--- config.mk ---
export PLATFORM = sky130hd
export DESIGN_NAME = tcm_defect_mon
export DESIGN_NICKNAME = d
export VERILOG_FILES = /design/src/tcm_pkg.sv /design/src/tcm_defect_mon.sv
export VERILOG_INCLUDE_DIRS = /design/src /design/src/src
export SDC_FILE = /design/constraint.sdc
export NUM_CORES = 2
export LEC_CHECK = 0
export ABC_AREA = 1
export ABC_CLOCK_PERIOD_IN_PS = 5100
export BUFFER_PORTS_ARGS = -buffer_cell sky130_fd_sc_hd__buf_2
export CAP_MARGIN = 20
export CORE_UTILIZATION = 51
export DETAILED_ROUTE_END_ITERATION = 8
export PLACE_DENSITY_LB_ADDON = 0.12
export RECOVER_POWER = 50
export REMOVE_ABC_BUFFERS = 1
export SLEW_MARGIN = 30
export SYNTH_ARGS = -nofsm -noshare
export SYNTH_HDL_FRONTEND = slang
export SYNTH_SLANG_ARGS = --single-unit
--- constraint.sdc ---
create_clock -name clk -period 5.1 [get_ports clk]
set_input_delay 0.765 -clock clk [delete_from_list [all_inputs] [get_ports clk]]
set_output_delay 0.765 -clock clk [all_outputs]
set_load 0.02 [all_outputs]
--- src/tcm_params.svh ---
// constants of the tandem connection defect monitor: offsets, fields, resets, timing
// assumes inclusion by the monitor module only
`ifndef TCM_PARAMS_SVH
`define TCM_PARAMS_SVH

// ***********************************************
// register byte addresses; trace banks by upper address nibble
// ***********************************************
`define TCM_ADDR_CTRL        8'h00
`define TCM_ADDR_DEGCFG      8'h04
`define TCM_ADDR_STATUS      8'h08
`define TCM_ADDR_SECFLAGS    8'h0C
`define TCM_ADDR_NEAR_EBC    8'h10
`define TCM_ADDR_FAR_EBC     8'h14
`define TCM_ADDR_OUTFAR_EBC  8'h18
`define TCM_ADDR_EXP_TRACE   4'h2
`define TCM_ADDR_ACC_TRACE   4'h3

// ***********************************************
// control fields and reset values
// ***********************************************
`define TCM_CTRL_SSF_REP     0
`define TCM_CTRL_RDI_REP     1
`define TCM_CTRL_ODI_REP     2
`define TCM_CTRL_TRACE_DIS   3
`define TCM_CTRL_TP_LO       4
`define TCM_CTRL_RESET       6'h10
`define TCM_TP_MONITOR       2'h1
`define TCM_DEG_THR_RESET    16'h0010
`define TCM_DEG_SEC_RESET    4'h7

// ***********************************************
// overhead byte layout and framing
// ***********************************************
`define TCM_MF_PATTERN       12'hFFE
`define TCM_MF_LAST          7'h4B
`define TCM_MF_FAS_END       7'h05
`define TCM_MF_RELOCK        7'h06
`define TCM_MF_TRACE_FIRST   7'h08
`define TCM_MF_TRACE_LAST    7'h47
`define TCM_MF_RDI           7'h48
`define TCM_MF_ODI           7'h49
`define TCM_PERSIST_LAST     3'h4
`define TCM_TRACE_ACCEPT     2'h2

// ***********************************************
// timing
// ***********************************************
`define TCM_SECOND_NS        1000000000
`define TCM_CLK_PERIOD_NS    10

`endif

--- src/tcm_pkg.sv ---
// types of the tandem connection defect monitor
// assumes nothing beyond the compile order
package tcm_pkg;
  typedef enum logic [0:0] {
    MF_LOST   = 1'b0,
    MF_LOCKED = 1'b1
  } tcm_align_type;
endpackage

--- src/tcm_defect_mon.sv ---
// defect detection, correlation and one-second monitoring of a tandem connection
// assumes frame inputs synchronous to clk, one frameStart pulse per 125 us frame
//
// Added by the designer: the register addresses and the APB interface to the registers.
`timescale 1ns/1ps
`include "tcm_params.svh"

// Summary of operation
// five all-zero overhead frames set unequipped
// five nonzero overhead frames clear unequipped
// tandem loss follows multiframe lost state
// trace mismatch found and cleared within 1s
// server fail suppresses trace mismatch
// software can disable trace mismatch detection
// parity violations drive error rate poor
// recovered remote bit drives remote defect
// recovered outgoing bit drives outgoing defect
// trail fail and degraded derived from defects
// unequipped cause; tandem loss cause unless unequipped
// trace cause only without unequipped, loss
// degrade cause only without trace, loss
// server fail cause gated, option default off
// remote cause gated by option and defects
// remote cause report option defaults off
// outgoing cause report option defaults off
// per-second defect seconds and block sums
// search alignment word, keep checking it
// two bad words lose, one good regains
// remote bit one means remote defect
// parity count mismatch counts near block
// causes forced off unless monitoring mode
// second strobe snapshots then clears counters
module tcm_defect_mon #(
  parameter int ONE_SEC_CYCLES = `TCM_SECOND_NS / `TCM_CLK_PERIOD_NS,
  parameter int CNT_W          = 16
) (
  input  wire logic             clk,
  input  wire logic             resetn,
  input  wire logic             psel,
  input  wire logic             penable,
  input  wire logic             pwrite,
  input  wire logic [7:0]       paddr,
  input  wire logic [31:0]      pwdata,
  output logic      [31:0]      prdata,
  output logic                  pready,
  output logic                  pslverr,
  input  wire logic             frameStart,
  input  wire logic [7:0]       tandemOverheadByte,
  input  wire logic [3:0]       localParityErrors,
  input  wire logic             serverSignalFailIn,
  input  wire logic             hardwareFaultFlag,
  output logic                  trailSignalFail,
  output logic                  trailSignalDegraded,
  output logic [6:0]            faultCauses,
  output logic                  secondStrobe
);

  localparam int SEC_W = $clog2(ONE_SEC_CYCLES);

  // ***********************************************
  // shared arithmetic
  // ***********************************************
  // five-frame persistence: state flips after five observations against it
  function automatic logic [3:0] tcm_persist(input logic [2:0] cnt, input logic st,
                                             input logic hit);
    if (hit == st) begin
      return {st, 3'h0};
    end else if (cnt == `TCM_PERSIST_LAST) begin
      return {~st, 3'h0};
    end else begin
      return {st, 3'(cnt + 3'h1)};
    end
  endfunction

  // saturating so a stuck fault never wraps a count back to small values
  function automatic logic [CNT_W-1:0] tcm_inc(input logic [CNT_W-1:0] cnt, input logic en);
    if (en && (cnt != {CNT_W{1'b1}})) begin
      return CNT_W'(cnt + 1'b1);
    end else begin
      return cnt;
    end
  endfunction

  // ***********************************************
  // registers and state
  // ***********************************************
  logic [5:0]               ctrl_r;
  logic [15:0]              degThr_r;
  logic [3:0]               degSec_r;
  logic [31:0]              expTrace_r [4];
  logic [127:0]             accTrace_r;
  logic [127:0]             lastTrace_r;
  logic [125:0]             traceShift_r;
  logic [1:0]               traceStable_r;
  logic [9:0]               fasShift_r;
  logic [6:0]               mfCnt_r;
  logic                     fasErrRun_r;
  tcm_pkg::tcm_align_type   alignState_r;
  logic                     unequipped_r;
  logic [2:0]               uneqCnt_r;
  logic                     remote_r;
  logic [2:0]               remoteCnt_r;
  logic                     outgoing_r;
  logic [2:0]               outgoingCnt_r;
  logic                     errorRatePoor_r;
  logic [3:0]               degRun_r;
  logic [SEC_W-1:0]         secCnt_r;
  logic [2:0]               secFlags_r;
  logic [2:0]               secFlagsSnap_r;
  logic [CNT_W-1:0]         nearEbc_r;
  logic [CNT_W-1:0]         farEbc_r;
  logic [CNT_W-1:0]         outFarEbc_r;
  logic [CNT_W-1:0]         nearEbcSnap_r;
  logic [CNT_W-1:0]         farEbcSnap_r;
  logic [CNT_W-1:0]         outFarEbcSnap_r;
  logic                     trailSignalFail_r;
  logic                     trailSignalDegraded_r;
  logic [6:0]               faultCauses_r;
  logic [31:0]              prdata_r;

  // ***********************************************
  // combinational decode
  // ***********************************************
  wire         apbSetup   = psel && !penable;
  wire         apbWrite   = psel && penable && pwrite;
  wire         isCtrl     = (paddr == `TCM_ADDR_CTRL);
  wire         isDegCfg   = (paddr == `TCM_ADDR_DEGCFG);
  wire         isStatus   = (paddr == `TCM_ADDR_STATUS);
  wire         isSecFlags = (paddr == `TCM_ADDR_SECFLAGS);
  wire         isNearEbc  = (paddr == `TCM_ADDR_NEAR_EBC);
  wire         isFarEbc   = (paddr == `TCM_ADDR_FAR_EBC);
  wire         isOutEbc   = (paddr == `TCM_ADDR_OUTFAR_EBC);
  wire         isExpTrace = (paddr[7:4] == `TCM_ADDR_EXP_TRACE) && (paddr[1:0] == 2'h0);
  wire         isAccTrace = (paddr[7:4] == `TCM_ADDR_ACC_TRACE) && (paddr[1:0] == 2'h0);
  wire         mapped     = isCtrl || isDegCfg || isStatus || isSecFlags || isNearEbc ||
                            isFarEbc || isOutEbc || isExpTrace || isAccTrace;
  wire [1:0]   traceIdx   = paddr[3:2];

  wire         supervisionOn   = (ctrl_r[`TCM_CTRL_TP_LO +: 2] == `TCM_TP_MONITOR);
  wire [1:0]   mfBits          = tandemOverheadByte[1:0];
  wire [11:0]  alignmentWord   = {fasShift_r, mfBits};
  wire         alignmentWordOk = (alignmentWord == `TCM_MF_PATTERN);
  wire         multiframeLocked = (alignState_r == tcm_pkg::MF_LOCKED);
  wire         tandemLoss      = (alignState_r == tcm_pkg::MF_LOST);
  wire [127:0] expTrace        = {expTrace_r[3], expTrace_r[2], expTrace_r[1], expTrace_r[0]};
  wire [127:0] newTrace        = {traceShift_r, mfBits};
  wire         traceTick       = frameStart && multiframeLocked &&
                                 (mfCnt_r == `TCM_MF_TRACE_LAST);
  wire         traceInWindow   = (mfCnt_r >= `TCM_MF_TRACE_FIRST) &&
                                 (mfCnt_r <= `TCM_MF_TRACE_LAST);
  // trace mismatch gating
  wire         traceMismatch   = (accTrace_r != expTrace) && !serverSignalFailIn &&
                                 !ctrl_r[`TCM_CTRL_TRACE_DIS];
  // near block by count difference
  wire         nearBlk = frameStart && (localParityErrors != tandemOverheadByte[7:4]);
  wire         farBlk  = frameStart && tandemOverheadByte[3];
  wire         outBlk  = frameStart && tandemOverheadByte[2];
  wire         secTick = (secCnt_r == SEC_W'(ONE_SEC_CYCLES - 1));

  // trail fail and degraded
  wire         tsfNxt  = serverSignalFailIn || unequipped_r || traceMismatch || tandemLoss;
  wire         tsdNxt  = errorRatePoor_r;

  // correlation under supervision
  wire [6:0]   causesNxt = {7{supervisionOn}} & {
    outgoing_r && ctrl_r[`TCM_CTRL_ODI_REP],
    remote_r && ctrl_r[`TCM_CTRL_RDI_REP] && !unequipped_r && !traceMismatch && !tandemLoss,
    serverSignalFailIn && ctrl_r[`TCM_CTRL_SSF_REP],
    errorRatePoor_r && !traceMismatch && !tandemLoss,
    traceMismatch && !unequipped_r && !tandemLoss,
    tandemLoss && !unequipped_r,
    unequipped_r};

  wire [3:0]       uneqNxt    = tcm_persist(uneqCnt_r, unequipped_r, tandemOverheadByte == 8'h00);
  wire [3:0]       remoteNxt  = tcm_persist(remoteCnt_r, remote_r, tandemOverheadByte[0]);
  wire [3:0]       outNxt     = tcm_persist(outgoingCnt_r, outgoing_r, tandemOverheadByte[1]);
  wire [CNT_W-1:0] nearEbc_nxt  = tcm_inc(nearEbc_r, nearBlk);
  wire [CNT_W-1:0] farEbc_nxt   = tcm_inc(farEbc_r, farBlk);
  wire [CNT_W-1:0] outEbc_nxt   = tcm_inc(outFarEbc_r, outBlk);
  wire [2:0]       secFlags_nxt = secFlags_r |
                                  {outgoing_r, remote_r, trailSignalFail_r || hardwareFaultFlag};
  wire             badSecond    = ({{(32-CNT_W){1'b0}}, nearEbc_nxt} >= {16'h0000, degThr_r});

  wire [31:0] statusWord = {9'h000, faultCauses_r, 6'h00, hardwareFaultFlag,
                            trailSignalDegraded_r, trailSignalFail_r, serverSignalFailIn,
                            outgoing_r, remote_r, errorRatePoor_r, traceMismatch,
                            tandemLoss, unequipped_r};
  wire [31:0] readMux =
      isCtrl     ? {26'h0000000, ctrl_r} :
      isDegCfg   ? {12'h000, degSec_r, degThr_r} :
      isStatus   ? statusWord :
      isSecFlags ? {29'h00000000, secFlagsSnap_r} :
      isNearEbc  ? 32'(nearEbcSnap_r) :
      isFarEbc   ? 32'(farEbcSnap_r) :
      isOutEbc   ? 32'(outFarEbcSnap_r) :
      isExpTrace ? expTrace_r[traceIdx] :
      isAccTrace ? accTrace_r[32*traceIdx +: 32] : 32'h00000000;

  assign pready              = 1'b1;
  assign pslverr             = psel && penable && !mapped;
  assign prdata              = prdata_r;
  assign trailSignalFail     = trailSignalFail_r;
  assign trailSignalDegraded = trailSignalDegraded_r;
  assign faultCauses         = faultCauses_r;
  assign secondStrobe        = secTick;

  // ***********************************************
  // register file
  // ***********************************************
  // report options reset to off
  always_ff @(posedge clk) begin
    if (!resetn) begin
      ctrl_r   <= `TCM_CTRL_RESET;
      degThr_r <= `TCM_DEG_THR_RESET;
      degSec_r <= `TCM_DEG_SEC_RESET;
      prdata_r <= 32'h00000000;
      for (int i = 0; i < 4; i++) begin
        expTrace_r[i] <= 32'h00000000;
      end
    end else begin
      if (apbSetup) begin
        prdata_r <= readMux;
      end
      if (apbWrite && isCtrl) begin
        ctrl_r <= pwdata[5:0];
      end
      if (apbWrite && isDegCfg) begin
        degThr_r <= pwdata[15:0];
        degSec_r <= pwdata[19:16];
      end
      if (apbWrite && isExpTrace) begin
        expTrace_r[traceIdx] <= pwdata;
      end
    end
  end

  // ***********************************************
  // multiframe alignment and trace capture
  // ***********************************************
  // search, check and loss of multiframe
  always_ff @(posedge clk) begin
    if (!resetn) begin
      alignState_r <= tcm_pkg::MF_LOST;
      fasShift_r   <= 10'h000;
      mfCnt_r      <= 7'h00;
      fasErrRun_r  <= 1'b0;
    end else if (frameStart) begin
      fasShift_r <= alignmentWord[9:0];
      mfCnt_r    <= (mfCnt_r == `TCM_MF_LAST) ? 7'h00 : 7'(mfCnt_r + 7'h01);
      unique case (alignState_r)
        tcm_pkg::MF_LOST: begin
          if (alignmentWordOk) begin
            alignState_r <= tcm_pkg::MF_LOCKED;
            mfCnt_r      <= `TCM_MF_RELOCK;
            fasErrRun_r  <= 1'b0;
          end
        end
        tcm_pkg::MF_LOCKED: begin
          if (mfCnt_r == `TCM_MF_FAS_END) begin
            fasErrRun_r <= !alignmentWordOk;
            if (!alignmentWordOk && fasErrRun_r) begin
              alignState_r <= tcm_pkg::MF_LOST;
            end
          end
        end
      endcase
    end
  end

  // trace accepted on the fourth equal multiframe in a row, well inside a second
  always_ff @(posedge clk) begin
    if (!resetn) begin
      traceShift_r  <= '0;
      lastTrace_r   <= '0;
      accTrace_r    <= '0;
      traceStable_r <= 2'h0;
    end else begin
      if (frameStart && multiframeLocked && traceInWindow) begin
        traceShift_r <= newTrace[125:0];
      end
      if (traceTick) begin
        lastTrace_r <= newTrace;
        if (newTrace != lastTrace_r) begin
          traceStable_r <= 2'h0;
        end else if (traceStable_r == `TCM_TRACE_ACCEPT) begin
          accTrace_r <= newTrace;
        end else begin
          traceStable_r <= 2'(traceStable_r + 2'h1);
        end
      end
    end
  end

  // ***********************************************
  // persistence filters
  // ***********************************************
  // unequipped per frame; R8 R9 R21 - remote bits per multiframe
  always_ff @(posedge clk) begin
    if (!resetn) begin
      {unequipped_r, uneqCnt_r}  <= 4'h0;
      {remote_r, remoteCnt_r}    <= 4'h0;
      {outgoing_r, outgoingCnt_r} <= 4'h0;
    end else if (frameStart) begin
      {unequipped_r, uneqCnt_r} <= uneqNxt;
      if (multiframeLocked && (mfCnt_r == `TCM_MF_RDI)) begin
        {remote_r, remoteCnt_r} <= remoteNxt;
      end
      if (multiframeLocked && (mfCnt_r == `TCM_MF_ODI)) begin
        {outgoing_r, outgoingCnt_r} <= outNxt;
      end
    end
  end

  // degraded after a run of bad seconds, cleared after as many good
  always_ff @(posedge clk) begin
    if (!resetn) begin
      errorRatePoor_r <= 1'b0;
      degRun_r        <= 4'h0;
    end else if (secTick) begin
      if (badSecond == errorRatePoor_r) begin
        degRun_r <= 4'h0;
      end else if (degRun_r >= 4'(degSec_r - 4'h1)) begin
        errorRatePoor_r <= badSecond;
        degRun_r        <= 4'h0;
      end else begin
        degRun_r <= 4'(degRun_r + 4'h1);
      end
    end
  end

  // ***********************************************
  // outputs and one-second monitoring
  // ***********************************************
  always_ff @(posedge clk) begin
    if (!resetn) begin
      trailSignalFail_r     <= 1'b0;
      trailSignalDegraded_r <= 1'b0;
      faultCauses_r         <= 7'h00;
    end else begin
      trailSignalFail_r     <= tsfNxt;
      trailSignalDegraded_r <= tsdNxt;
      faultCauses_r         <= causesNxt;
    end
  end

  // events in the strobe cycle land in the closing period
  always_ff @(posedge clk) begin
    if (!resetn) begin
      secCnt_r        <= '0;
      secFlags_r      <= 3'h0;
      secFlagsSnap_r  <= 3'h0;
      nearEbc_r       <= '0;
      farEbc_r        <= '0;
      outFarEbc_r     <= '0;
      nearEbcSnap_r   <= '0;
      farEbcSnap_r    <= '0;
      outFarEbcSnap_r <= '0;
    end else if (secTick) begin
      secCnt_r        <= '0;
      secFlagsSnap_r  <= secFlags_nxt;
      nearEbcSnap_r   <= nearEbc_nxt;
      farEbcSnap_r    <= farEbc_nxt;
      outFarEbcSnap_r <= outEbc_nxt;
      secFlags_r      <= 3'h0;
      nearEbc_r       <= '0;
      farEbc_r        <= '0;
      outFarEbc_r     <= '0;
    end else begin
      secCnt_r    <= SEC_W'(secCnt_r + 1'b1);
      secFlags_r  <= secFlags_nxt;
      nearEbc_r   <= nearEbc_nxt;
      farEbc_r    <= farEbc_nxt;
      outFarEbc_r <= outEbc_nxt;
    end
  end
endmodule

# Word level (Yosys, flattened, before mapping)
# Memories as Yosys holds them, arrays and structs flattened.
# Cells that the tools add are included.
[word_totals] regBits=616 ramBits=128 inputBits=60 output_inout_bits=44 elab_cells=201 mem_count=1
[op_classes] addsub=11 magnitude_cmp=4 eq_ne=33 n_shift=1 n_mux=39 bitwise_logic=12 reduce_logical=68
[memory_table] memory="expTrace_r" words=4 width=32 read_ports=5 rd_clocked_by_memory_dff=0 write_ports=4 line_no="tcm_defect_mon.sv:90" rtl="logic [31:0] expTrace_r [4];"
[op_table] op="$mux 32" count=10
[op_table] op="$ne 128x128->1" count=2
[op_table] op="$shiftx 128x8->32" count=1
[op_table] op="$add 16x1->16 const B" count=3
[op_table] op="$mux 16" count=3
[op_table] op="$ne 16x16->1 const B" count=3
[op_table] op="$logic_and 1x1->1" count=35
[op_table] op="$reduce_or 32->1" count=1
[op_table] op="$eq 7x7->1 const B" count=4
[op_table] op="$add 27x1->27 const B" count=1
[op_table] op="$eq 27x27->1 const B" count=1
[op_table] op="$eq 8x5->1 const B" count=3
[op_table] op="$mux 7" count=3
[op_table] op="$mux 3" count=6
[op_table] op="$eq 8x4->1 const B" count=2
[op_table] op="$ge 16x16->1" count=1
[op_table] op="$logic_not 8->1" count=2
[op_table] op="$eq 12x12->1 const B" count=1
[op_table] op="$logic_or 1x1->1" count=12
[op_table] op="$reduce_and 3->1" count=4
[op_table] op="$mux 1" count=10
[op_table] op="$not 1->1" count=10
[op_table] op="$add 3x1->3 const B" count=3
[op_table] op="$eq 3x3->1 const B" count=3
[op_table] op="other kinds (26)" count=44

# Depth between registers and ports, before layout
[depth] ltp_word=11 depth_mapped=21 mapped_depth_nobuf=20

# Least setup slack after synthesis
# No wires, ideal clock.
[synth_path] path_kind="in2reg" from="in paddr[7]" to="mem expTrace_r[0][0], enable pin" setup_time_ps=466 arrival_time_ps=3850 required_ps=4634 slack_ps=784 stages=7 n_path_buf=0 cell_sequence="nor2_1 nand3_1 nor2_2 inv_2 nor2_1 inv_1 o21ai_0"
[synth_lines] item="start, declared" line_no="tcm_defect_mon.sv:42" rtl="input wire logic [7:0] paddr,"
[synth_lines] item="end, declared" line_no="tcm_defect_mon.sv:90"

# Final worst setup path
[layout_path] from="in frameStart" to="reg accTrace_r[5]"
[layout_between] elab_chain_cells=3
[layout_lines] item="start, declared" line_no="tcm_defect_mon.sv:47" rtl="input wire logic frameStart,"
[layout_lines] item="$logic_and 1x1->1 (2 in a row)" line_no="tcm_defect_mon.sv:147" rtl="wire traceTick = frameStart && multiframeLocked &&"
[layout_lines] item="$reduce_and 3->1 (no source line)"
[layout_lines] item="end signal, assigned" line_no="tcm_defect_mon.sv:286" rtl="accTrace_r <= newTrace;"
[layout_lines] item="end, declared" line_no="tcm_defect_mon.sv:91" rtl="logic [127:0] accTrace_r;"
# Every way passes these cells.
# A chain may end at the register's enable or synchronous reset.

==> impl_results.md <==
- Outcome: complete, but fails checks
- Failing checks: max-capacitance violations, max-slew violations
- Hold crit path type: in -> reg
- Setup violators final: 0
- H-tree levels: 3
- Setup WS pre-CTS: 1.47 ns
- Synth warn: 0
- Fmax: 239 MHz
- Number of enable flip-flop cells after synthesis: 128
- Reg2Reg Depth: 8
- Hold WS: 0.379 ns
- Netlist cell types: 51
- Iteration-0 DRC Markers: 2675
- Total power: 12.7 mW
- Fin nets: 4809
- Setup slack, reg-to-reg: 1.34 ns
- Main flop type after synthesis: dfxtp_1
- Setup CP Type: in -> reg
- Fin crit period: 4.18 ns
- First-pass GRT wire length: 165000 um
- GP Congestion: 0.935
- Leak: 16.2 nW
- DRC viols: 0
- Worst-case hold path end point: degSec_r[3]
- R2R Path End: outFarEbcSnap_r[14]
- Vert. Die Dim: 265 um
- Area delta synth->final: 10.4%
- Hold Path Cell Cnt: 3
- Worst EP required: 5.60 ns
- Largest net degree at the start of global routing: 267
- RSZ-0062 raised after global routing: no
- Die area: 0.0701 mm2
- Least-Margin Pin Slew: 2.52 ns
- Clk_lat worst skew: 0.65 ns
- CP Capture Type: flop
- Root Buffer: clkbuf_16
- Gate Count Post-Synth: 4730
- R2R Path Start: secCnt_r[0]
- Placed Cells: 5502
- Initial antenna violation count: 3
- Starting density of the core: 52.0%
- Vias/cell: 5.45
- Max-Cap Viols: 5
- Max stage delay cell, worst path: clkbuf_4
- IO Pins: 104
- WL final: 108000 um
- Setup WS post-layout: 0.916 ns
- DR pass1 iterations: 6
- Min-delay src: pwdata[19]
- Final setup TNS: 0 ns
- Arrival time at the worst endpoint: 4.69 ns
- VDD IR max: 0.238 mV
- Cts hold-fix bufs: 0
- CP Max Fanout: 122
- Startpoint Class: primary input
- Yosys reg bits: 744
- Final non-filler cell total: 5654
- CTS Buffer Depth: 3
- Die X: 265 um
- Synth Area per Inst: 7.44 um2
- Synth Cell Area: 0.0352 mm2
- Post-CTS Setup Bufs: 0
- Reg clk slew, reported paths: 0.06 ns
- Port Buffer Count: 102
- Layout cell share with drive strength beyond 1: 6.28%
- Global route overflow: 0
- Crit-path max cell delay: 1.10 ns
- Seq/Total Area, Yosys: 45.9%
- Max-slew violation count: 217
- Power Density: 328 mW/mm2
- Post-route ant nets: 0
- Dpl hpwl: 76000 um
- Period utilization: 82.0%
- Sink Count: 744
- Max-slew headroom: -68.1%
- WL per Instance: 19.0 um
- Cts bufs inserted: 81
- Vias in the first global route: 28600
- CP Cell Sequence: clkbuf_1 -> clkbuf_1 -> nand2_1 -> nor2_1 -> clkbuf_4 -> nand4_1 -> nand2_1 -> nor2_1
- Ys async rst share: 0%
- Total GRT Usage: 30.3%
- Post-cts resize count: 0
- Core Rows: 95
- Via count: 30800
- Core Area: 0.0678 mm2
- Clock skew: 0.0324 ns
- Final Hold Fails: 0
- CTS tree: done
-- routing by layer --
| layer | wire length [um] | vias up | track usage, % |
|---|---|---|---|
| met3 | 6130 | 237 | 3.87 |
| met1 | 45900 | 14300 | 39.3 |
| li1 | - | 15300 | - |
| met4 | 5650 | 2 | 15.1 |
| met5 | 16 | - | 0 |
| met2 | 49900 | 947 | 50.0 |
-- where the power goes --
part	internal (mW)	leakage [nW]	switching (mW)
sequential	6.04	6.18	0.0619
clock	3.60	1.35	2.44
combinational	0.169	8.68	0.432
total	9.81	16.2	2.94
-- cell usage after synthesis (all sizes together), types with 113 or more instances --
master | number | area share [%]
xor2 | 116 | 2.9
a21oi | 384 | 5.5
dfxtp | 616 | 35
nand2 | 879 | 9.4
inv | 689 | 7.3
nor2 | 546 | 5.8
nand4 | 166 | 2.9
clkbuf | 147 | 1.6
nand3 | 113 | 1.6
o21ai | 393 | 5.6
edfxtp | 128 | 11
xnor2 | 126 | 3.1
-- cell usage in the layout, fill, tap and decap left out, types with 7 or more instances in the layout --
cell type / count
nand2_1: 873
inv_1: 633
dfxtp_1: 616
nor2_1: 541
o21ai_0: 386
a21oi_1: 384
nand4_1: 166
edfxtp_1: 128
xnor2_1: 126
xor2_1: 116
nand3_1: 112
o22ai_1: 102
clkbuf_16: 87
clkbuf_1: 82
buf_2: 58
inv_2: 56
nor3_1: 39
ha_1: 35
buf_4: 24
nor4_1: 20
clkbuf_8: 19
clkinv_2: 13
or2_2: 12
nand3b_1: 12
a22oi_1: 12
o221ai_1: 12
o211ai_1: 10
nor3b_1: 7
o31ai_1: 7
o2111ai_1: 7
o311ai_0: 7
-- flip-flops by register name (all words and copies together) (netlist names), 27 cells and up --
name / cells
secCnt_r: 27
lastTrace_r: 128
expTrace_r: 128
traceShift_r: 126
prdata: 32
accTrace_r: 128
-- per-stage QoR --
step	cell area [um2]	utilization, %
2_1_floorplan	34100	-
3_3_place_gp	36200	53.5
3_5_place_dp	36200	53.5
4_1_cts	39000	57.5
5_1_grt	38900	57.4
6_report	38900	57.4
-- kinds of logic (layout without fill, tap and decap cells) --
logic type	count (synthesis)	after routing	share of synthesized area, %
AND/OR/NAND/NOR	1812	1812	21.6
AO/OA/AOI/OAI	955	955	14.6
buffers and inverters	938	988	10.5
flip-flops	744	744	45.9
XOR/XNOR	242	242	6.02
adder cells (fa/ha/maj)	36	36	1.28
multiplexers	2	2	0.0569
other	1	2	0.0106
-- worst max-delay path: cells and delay by family --
family | cells | cell delay (ns)
buffers and inverters | 3 | 2.24
AND/OR/NAND/NOR | 5 | 1.55
-- how the worst max path moves through the flow --
stage | startpoint | endpoint | slack, ns | cells after the start
final | frameStart | accTrace_r[5] | 0.92 | 8
after floorplan | frameStart | accTrace_r[101] | -13.42 | 6
after detailed placement | paddr[7] | expTrace_r[0][13] | 1.47 | 12
after global placement | paddr[1] | expTrace_r[0][30] | 1.52 | 10
after CTS | nearEbc_r[0] | degRun_r[3] | 1.61 | 16
after global routing | frameStart | lastTrace_r[103] | 0.59 | 7
-- area by class of cell --
cell class | count | area (um2)
Antenna cell | 1 | 2.50
Clock buffer | 131 | 2530
Clock inverter | 19 | 205
Fill cell | 6453 | 28900
Inverter | 691 | 2590
Multi-Input combinational cell | 3048 | 15400
Sequential cell | 744 | 16200
Tap cell | 873 | 1090
Timing Repair Buffer | 147 | 826
(Power assumes the default switching activity.)
